[src/sog_defs.svh]
// timing, width and reset constants of the serial output gating block
// assumes a 250 MHz mclk; included by name wherever needed
`ifndef SOG_DEFS_SVH
`define SOG_DEFS_SVH

`define SOG_MCLK_NS       4
`define SOG_RES_W         12
`define SOG_FIFO_DEPTH    16
`define SOG_CONVERT_START_N_TIME_NS  20000
`define SOG_CONVERT_START_N_CYC      ((`SOG_CONVERT_START_N_TIME_NS + `SOG_MCLK_NS - 1) / `SOG_MCLK_NS)
`define SOG_IHALF_NS      32
`define SOG_IHALF_CYC     ((`SOG_IHALF_NS + `SOG_MCLK_NS - 1) / `SOG_MCLK_NS)
`define SOG_SHREG_RST     12'h000

`endif

[src/sog_pkg.sv]
// types shared by the serial output gating block
// assumes sog_defs.svh is on the include path
`include "sog_defs.svh"
package sog_pkg;

  typedef enum logic [0:0] {
    SOG_IDLE = 1'b0,
    SOG_CONVERT_START_N = 1'b1
  } sog_state_e;

  typedef struct packed {
    logic [`SOG_RES_W-1:0] code;
  } sog_word_s;

  typedef struct packed {
    logic data;
    logic data_oe;
    logic clk;
    logic clk_oe;
  } sog_pins_s;

endpackage

[src/sog_fifo.sv]
// synchronous valid/ready fifo for conversion results
// assumes one clock and a synchronous active-low reset
`timescale 1ns/10ps
module sog_fifo #(
  parameter int WIDTH = 12,
  parameter int DEPTH = 16
) (
  // clock and reset
  input  wire logic             mclk,
  input  wire logic             resetn,
  // filling side
  input  wire logic             in_valid,
  output logic                  in_ready,
  input  wire logic [WIDTH-1:0] in_data,
  // draining side
  output logic                  out_valid,
  input  wire logic             out_ready,
  output logic      [WIDTH-1:0] out_data
);
  localparam int AW = $clog2(DEPTH);

  logic [WIDTH-1:0] mem_r [DEPTH];
  logic [AW-1:0]    wp_r;
  logic [AW-1:0]    wp_nxt;
  logic [AW-1:0]    rp_r;
  logic [AW-1:0]    rp_nxt;
  logic [AW:0]      cnt_r;
  logic [AW:0]      cnt_nxt;
  logic             push;
  logic             pop;

  assign in_ready  = (cnt_r != (AW+1)'(DEPTH));
  assign out_valid = (cnt_r != '0);
  assign out_data  = mem_r[rp_r];
  assign push      = in_valid & in_ready;
  assign pop       = out_valid & out_ready;

  always_comb begin
    wp_nxt  = push ? AW'(wp_r + 1'b1) : wp_r;
    rp_nxt  = pop ? AW'(rp_r + 1'b1) : rp_r;
    cnt_nxt = cnt_r;
    if (push & ~pop) begin
      cnt_nxt = (AW+1)'(cnt_r + 1'b1);
    end else if (pop & ~push) begin
      cnt_nxt = (AW+1)'(cnt_r - 1'b1);
    end
  end

  always_ff @(posedge mclk) begin
    if (!resetn) begin
      wp_r  <= '0;
      rp_r  <= '0;
      cnt_r <= '0;
    end else begin
      wp_r  <= wp_nxt;
      rp_r  <= rp_nxt;
      cnt_r <= cnt_nxt;
    end
  end

  // storage needs no reset; count guards reads
  always_ff @(posedge mclk) begin
    if (push) begin
      mem_r[wp_r] <= in_data;
    end
  end
endmodule

[src/sog_core.sv]
// serial result readout and output gating of a 12-bit sar converter
// assumes pins arrive asynchronous to mclk; results come from the sar through a fifo
//
// Operation
// - chip select high disables data and clock outputs and blocks external clock.
// - chip select may rise anytime; outputs drop, conversion sequencing continues untouched.
// - falling convert edge starts a conversion whatever chip select shows.
// - internal mode shifts out even with chip select high; outputs stay disabled.
// - internal mode sends prior result msb first during conversion; idle lines low.
// - external first rising edge starts transfer; each bit valid at falling edge.
// - new result loads only if the fifo holds one: then always in internal mode; in external mode only if external clock low or select high before busy.
// - beyond twelve external clocks, data goes low from the thirteenth rising edge.
`timescale 1ns/10ps
`include "sog_defs.svh"
module sog_core
  import sog_pkg::*;
#(
  parameter int CONVERT_START_N_CYC  = `SOG_CONVERT_START_N_CYC,
  parameter int IHALF_CYC = `SOG_IHALF_CYC,
  parameter int RES_W     = `SOG_RES_W,
  parameter int DEPTH     = `SOG_FIFO_DEPTH
) (
  // clock and reset
  input  wire logic             mclk,
  input  wire logic             resetn,
  // host pins
  input  wire logic             convert_start_n,
  input  wire logic             chip_select_n,
  input  wire logic             shift_clock_source_select,
  input  wire logic             serial_shift_clock_in,
  output logic                  serial_shift_clock_out,
  output logic                  serial_shift_clock_oe,
  output logic                  serial_data_out,
  output logic                  serial_data_oe,
  output logic                  busy_n,
  // results from the sar
  input  wire logic             result_valid,
  output logic                  result_ready,
  input  wire logic [RES_W-1:0] result_code
);

  ////////////////////////////////////////////////////////////////////////////
  // pin synchronisers
  logic [3:0] s1_r;
  logic [3:0] s2_r;
  logic       ck_d_r;
  logic       cv_d_r;
  logic       cv_s;
  logic       cs_s;
  logic       ext_s;
  logic       ck_s;

  always_ff @(posedge mclk) begin
    if (!resetn) begin
      s1_r   <= 4'h3;
      s2_r   <= 4'h3;
      ck_d_r <= 1'b0;
      cv_d_r <= 1'b1;
    end else begin
      s1_r   <= {serial_shift_clock_in, shift_clock_source_select, chip_select_n, convert_start_n};
      s2_r   <= s1_r;
      ck_d_r <= s2_r[3];
      cv_d_r <= s2_r[0];
    end
  end

  assign cv_s  = s2_r[0];
  assign cs_s  = s2_r[1];
  assign ext_s = s2_r[2];
  assign ck_s  = s2_r[3];

  ////////////////////////////////////////////////////////////////////////////
  // result fifo
  sog_word_s fifo_word;
  logic      fifo_valid;
  logic      convert_start_n_end;

  sog_fifo #(
    .WIDTH (RES_W),
    .DEPTH (DEPTH)
  ) u_fifo (
    .mclk      (mclk),
    .resetn    (resetn),
    .in_valid  (result_valid),
    .in_ready  (result_ready),
    .in_data   (result_code),
    .out_valid (fifo_valid),
    .out_ready (convert_start_n_end),
    .out_data  (fifo_word)
  );

  ////////////////////////////////////////////////////////////////////////////
  // conversion sequencing
  sog_state_e state_r;
  sog_state_e state_nxt;
  logic [15:0] ccnt_r;
  logic [15:0] ccnt_nxt;
  logic        convert_start_n_start;

  always_comb begin
    state_nxt  = state_r;
    ccnt_nxt   = ccnt_r;
    convert_start_n_start = 1'b0;
    convert_start_n_end   = 1'b0;
    unique case (state_r)
      SOG_IDLE: begin
        if (cv_d_r & ~cv_s) begin
          convert_start_n_start = 1'b1;
          state_nxt  = SOG_CONVERT_START_N;
          ccnt_nxt   = '0;
        end
      end
      SOG_CONVERT_START_N: begin
        if (ccnt_r == 16'(CONVERT_START_N_CYC - 1)) begin
          convert_start_n_end  = 1'b1;
          state_nxt = SOG_IDLE;
        end else begin
          ccnt_nxt = 16'(ccnt_r + 1'b1);
        end
      end
    endcase
  end

  always_ff @(posedge mclk) begin
    if (!resetn) begin
      state_r <= SOG_IDLE;
      ccnt_r  <= '0;
    end else begin
      state_r <= state_nxt;
      ccnt_r  <= ccnt_nxt;
    end
  end

  ////////////////////////////////////////////////////////////////////////////
  // shift register and serial engine
  logic [RES_W-1:0] shreg_r;
  logic [RES_W-1:0] shreg_nxt;
  logic [3:0]       xcnt_r;
  logic [3:0]       xcnt_nxt;
  logic             itx_r;
  logic             itx_nxt;
  logic [3:0]       ibit_r;
  logic [3:0]       ibit_nxt;
  logic [7:0]       iph_r;
  logic [7:0]       iph_nxt;
  logic             iclk_r;
  logic             iclk_nxt;
  logic             sd_r;
  logic             sd_nxt;
  logic             ck_rise;
  logic [3:0]       xidx;
  logic [3:0]       iidx;

  assign ck_rise = ck_s & ~ck_d_r;
  assign xidx    = 4'(RES_W - 1) - xcnt_r;
  assign iidx    = 4'(RES_W - 2) - ibit_r;

  always_comb begin
    shreg_nxt = shreg_r;
    xcnt_nxt  = xcnt_r;
    itx_nxt   = itx_r;
    ibit_nxt  = ibit_r;
    iph_nxt   = iph_r;
    iclk_nxt  = iclk_r;
    sd_nxt    = sd_r;
    if (convert_start_n_start & ~ext_s) begin
      itx_nxt  = 1'b1;
      ibit_nxt = '0;
      iph_nxt  = '0;
      iclk_nxt = 1'b0;
      sd_nxt   = shreg_r[RES_W-1];
    end else if (itx_r) begin
      if (iph_r == 8'(IHALF_CYC - 1)) begin
        iph_nxt  = '0;
        iclk_nxt = ~iclk_r;
        // data changes in the same cycle the clock falls, so it holds while clock high and is valid at the rising edge only
        if (iclk_r) begin
          ibit_nxt = 4'(ibit_r + 1'b1);
          if (ibit_r == 4'(RES_W - 1)) begin
            itx_nxt = 1'b0;
            sd_nxt  = 1'b0;
          end else begin
            sd_nxt = shreg_r[iidx];
          end
        end
      end else begin
        iph_nxt = 8'(iph_r + 1'b1);
      end
    end else if (~ext_s) begin
      // idle data low, clears external leftovers
      sd_nxt = 1'b0;
    end
    if (ext_s & ~cs_s & ck_rise) begin
      if (xcnt_r < 4'(RES_W)) begin
        sd_nxt   = shreg_r[xidx];
        xcnt_nxt = 4'(xcnt_r + 1'b1);
      end else begin
        sd_nxt = 1'b0;
      end
    end
    // conversion end stops any straggling internal frame
    if (convert_start_n_end) begin
      itx_nxt  = 1'b0;
      iclk_nxt = 1'b0;
      // relies on host clock low here
      if (fifo_valid & (~ext_s | ~ck_s | cs_s)) begin
        shreg_nxt = fifo_word.code;
        xcnt_nxt  = '0;
        sd_nxt    = 1'b0;
      end
    end
  end

  always_ff @(posedge mclk) begin
    if (!resetn) begin
      shreg_r <= `SOG_SHREG_RST;
      xcnt_r  <= 4'h0;
      itx_r   <= 1'b0;
      ibit_r  <= 4'h0;
      iph_r   <= 8'h00;
      iclk_r  <= 1'b0;
      sd_r    <= 1'b0;
    end else begin
      shreg_r <= shreg_nxt;
      xcnt_r  <= xcnt_nxt;
      itx_r   <= itx_nxt;
      ibit_r  <= ibit_nxt;
      iph_r   <= iph_nxt;
      iclk_r  <= iclk_nxt;
      sd_r    <= sd_nxt;
    end
  end

  ////////////////////////////////////////////////////////////////////////////
  // output gating
  sog_pins_s pins;

  always_comb begin
    pins.data    = sd_r;
    pins.clk     = iclk_r;
    pins.data_oe = ~cs_s;
    pins.clk_oe  = ~cs_s & ~ext_s;
  end

  assign serial_data_out        = pins.data;
  assign serial_data_oe         = pins.data_oe;
  assign serial_shift_clock_out = pins.clk;
  assign serial_shift_clock_oe  = pins.clk_oe;
  assign busy_n                 = (state_r == SOG_IDLE);
endmodule

[config.mk]
export PLATFORM = sky130hd
export DESIGN_NAME = sog_core
export DESIGN_NICKNAME = d
export VERILOG_FILES = /design/src/sog_pkg.sv /design/src/sog_fifo.sv /design/src/sog_core.sv
export VERILOG_INCLUDE_DIRS = /design/src
export SDC_FILE = /design/constraint.sdc
export NUM_CORES = 1
export LEC_CHECK = 0
export BUFFER_PORTS_ARGS = -buffer_cell sky130_fd_sc_hd__buf_2
export CORE_ASPECT_RATIO = 1.1
export CORE_UTILIZATION = 40
export DETAILED_ROUTE_END_ITERATION = 8
export PLACE_DENSITY_LB_ADDON = 0.3
export SYNTH_ARGS = -nofsm -noshare
export SYNTH_HDL_FRONTEND = slang
export SYNTH_SLANG_ARGS = --single-unit
[constraint.sdc]
create_clock -name mclk -period 4.9 [get_ports mclk]
set_input_delay 0.49 -clock mclk [delete_from_list [all_inputs] [get_ports mclk]]
set_output_delay 0.49 -clock mclk [all_outputs]
set_load 0.005 [all_outputs]
==> impl_metrics.yaml <==
outcome:
  status: "finished, final reports clean"
sta:
  rsz0062_at_grt: "false"
  period_minus_slack_ns: 3.388
  period_share_pct: 69.13
  skew_ns: 0.01325
  slew_headroom_pct: 24.44
  fin_setup_tns_ns: 0
  finalHoldViolations: 0
  worstMarginPinSlew_ns: 1.119
  slew_viol_final: 0
  fmax_mhz: 295.2
  setup_violations: 0
global_route:
  grt_pass1_vias: 5978
  grt_max_degree: 52
  grt_pass1_wl_um: 33950
  grt_usage_pct: 15.94
  grt_antenna_before_repair: 1
  grt_overflow: 0
clocking:
  cts_made_buffers: 28
  clock_path_buffers: 3
  clk-insertion-delay-late_ns: 0.55
  cts_sinks: 263
  ctsResizeCount: 0
  root_buffer: "clkbuf_16"
  clk_pin_slew_ns: 0.06
  htreeDepth: 1
  ctsHoldBuffers: 0
  cts_tree: "yes"
  cts_setup_buffers: 0
placement:
  gp_congestion: 0.8340
  io_buffers: 24
  dp_cells: 1025
  hpwl_um: 12880
  placed_area_mm2: 0.01135
synth:
  ys_top_cells_by_area: "edfxtp_1, mux4_2, dfxtp_1, nor2_1, ha_1"
  ys_warn_count: 0
  syn-num-nets: 714
  ys.flop_type: "edfxtp_1"
  avgSynthCellArea_um2: 15.95
  syn_inst: 679
  netlist.area_leader.share_pct: 53.23
  synth_cell_type_count: 62
  ys_ff_latch: 263
  yosysTopAreaCell: "edfxtp_1"
  synth-async-reset-ratio_pct: 0
  ys_seq_area_share_pct: 66.36
  syn_area_mm2: 0.01083
  synth_edf_count: 192
detailed_routing:
  drt_iter0_drc: 519
  detail-route-antenna-nets: 0
  first_pass_iters: 5
  num_vias: 5857
  vias_per_cell: 5.448
  drc: 0
  post_drt_wl_per_cell_um: 19.97
  drt_wl_total_um: 21470
die:
  start_util_pct: 41.06
  dieHeight_um: 174.6
  rows: 62
  io_pins: 25
  design.core.area_mm2: 0.02638
  die_area_mm2: 0.02774
  die_w_um: 158.9
cells_and_area:
  final_cell_mix: "edfxtp_1, dfxtp_1, mux4_2"
  antenna_cells: 0
  drive_above_1_share_pct: 24.20
  layout-area-overhead-vs-synth_pct: 13.25
  stdcell_count: 1075
  final_nets: 739
  multiInputGateArea_mm2: 0.003506
  fin_area_mm2: 0.01227
  nFillCells: 2298
  final-seq-area_mm2: 0.007192
  mostFrequentLayoutCell: "edfxtp_1"
hold_path:
  hp-class: "in -> reg"
  worstHoldStart: "chip_select_n"
critical_path:
  critPathLaunchType: "flop"
  path_cells: "ha_1 > or3b_1 > nor4_4 > nand3_4 > ha_1 > inv_1 > ha_1 > a21o_1 > a21oi_1 > xnor2_1 > or3_1 > a21oi_1"
  cpMostUsedCell: "ha_1"
  cp_max_fo: 7
  max_stage_delay_ns: 0.45
  cp_top_family: "simple AND/OR/NAND/NOR gates"
  r2r-start: "ccnt_r[0]$_SDFFE_PN0P_"
  cp-startpoint: "ccnt_r[0]$_SDFFE_PN0P_"
  cp_num_buf_inv: 1
  required_ns: 5.36
  crit_arrival_ns: 3.85
  slowest_stage: "or3b_1"
  crit_type: "reg -> reg"
  crit_path_end_kind: "flop"
power:
  power.static_leakage_nw: 3.902
  ir_drop_mv: 0.2937
  powerDensity_mw_per_mm2: 391.0
  p_total_mw: 4.795
run:
  maxCapViolCount: 0
==> kinds of logic after synthesis <==
family / after synthesis / synth area share [%]
flip-flops: 263 / 66.36
AND/OR/NAND/NOR: 174 / 8.526
multiplexers: 75 / 14.36
AO/OA/AOI/OAI: 67 / 4.367
buffers and inverters: 53 / 1.964
XOR/XNOR: 31 / 2.507
adder cells (fa/ha/maj): 16 / 1.918
==> per-stage QoR <==
stage | utilization (%) | worst slack [ns] | hold WS, ns
3_3_place_gp | 43.04 | 1.655 | 0.4039
2_1_floorplan | - | 1.849 | 0.3863
6_report | 46.50 | 1.512 | 0.1515
4_1_cts | 46.48 | 1.520 | 0.1267
3_5_place_dp | 43.04 | 1.551 | 0.3916
5_1_grt | 46.50 | 1.251 | 0.1370
==> synthesized netlist by cell type, types with 4 or more instances <==
| cell | instances |
|---|---|
| or3_1 | 4 |
| xor2_1 | 14 |
| buf_2 | 5 |
| nand4_1 | 11 |
| mux4_2 | 64 |
| nand3_1 | 13 |
| ha_1 | 15 |
| mux2i_1 | 8 |
| edfxtp_1 | 192 |
| and2_1 | 5 |
| dfxtp_1 | 71 |
| o21ai_2 | 10 |
| nand2_1 | 34 |
| nor3_1 | 6 |
| a21oi_1 | 18 |
| nor2_1 | 56 |
| o21ai_0 | 9 |
| clkbuf_1 | 26 |
| nand2b_1 | 14 |
| xnor2_1 | 17 |
| inv_1 | 21 |
| a2111oi_0 | 4 |
==> flip-flops by register name, summed over array words and instances, names as in the netlist <==
register	flops
u_fifo.mem_r	192
ccnt_r	16
shreg_r	12
iph_r	8
u_fifo.cnt_r	5
ibit_r	4
s1_r	4
s2_r	4
u_fifo.rp_r	4
u_fifo.wp_r	4
xcnt_r	4
ck_d_r	1
cv_d_r	1
itx_r	1
serial_data_out	1
serial_shift_clock_out	1
state_r	1
==> metal layers <==
layer  GRT usage [%]  share of wire (%)
met5               0              0.037
met4           4.728                2.6
met3           2.302                4.5
met2           28.31                 51
met1           20.24                 42
==> worst paths after layout <==
check / end / slack [ns] / cells after the start
hold / removal: s1_r[1]$_SDFF_PN1_ / 0.15 / 2
setup reg to reg: u_fifo.cnt_r[4]$_SDFFE_PN0P_ / 1.51 / 12
hold reg to reg: s2_r[1]$_SDFF_PN1_ / 0.41 / 1
setup / recovery: u_fifo.cnt_r[4]$_SDFFE_PN0P_ / 1.51 / 12
==> report_power, final <==
group | internal [mW] | leakage, nW | total (mW) | switching (mW)
Clock | 1.20 | 0.432 | 2.04 | 0.840
Combinational | 0.106 | 1.16 | 0.274 | 0.169
Sequential | 2.45 | 2.31 | 2.48 | 0.0326
Total | 3.75 | 3.90 | 4.80 | 1.04
==> final cells by class <==
class | count | area share, %
multi-input cells | 363 | 28.58
well taps | 352 | 3.591
repair buffers | 27 | 1.163
flip-flops and latches | 263 | 58.64
clock inverters | 20 | 1.642
clock buffers | 29 | 5.743
inverters | 21 | 0.6427
Power figures use the tool's default switching activity.
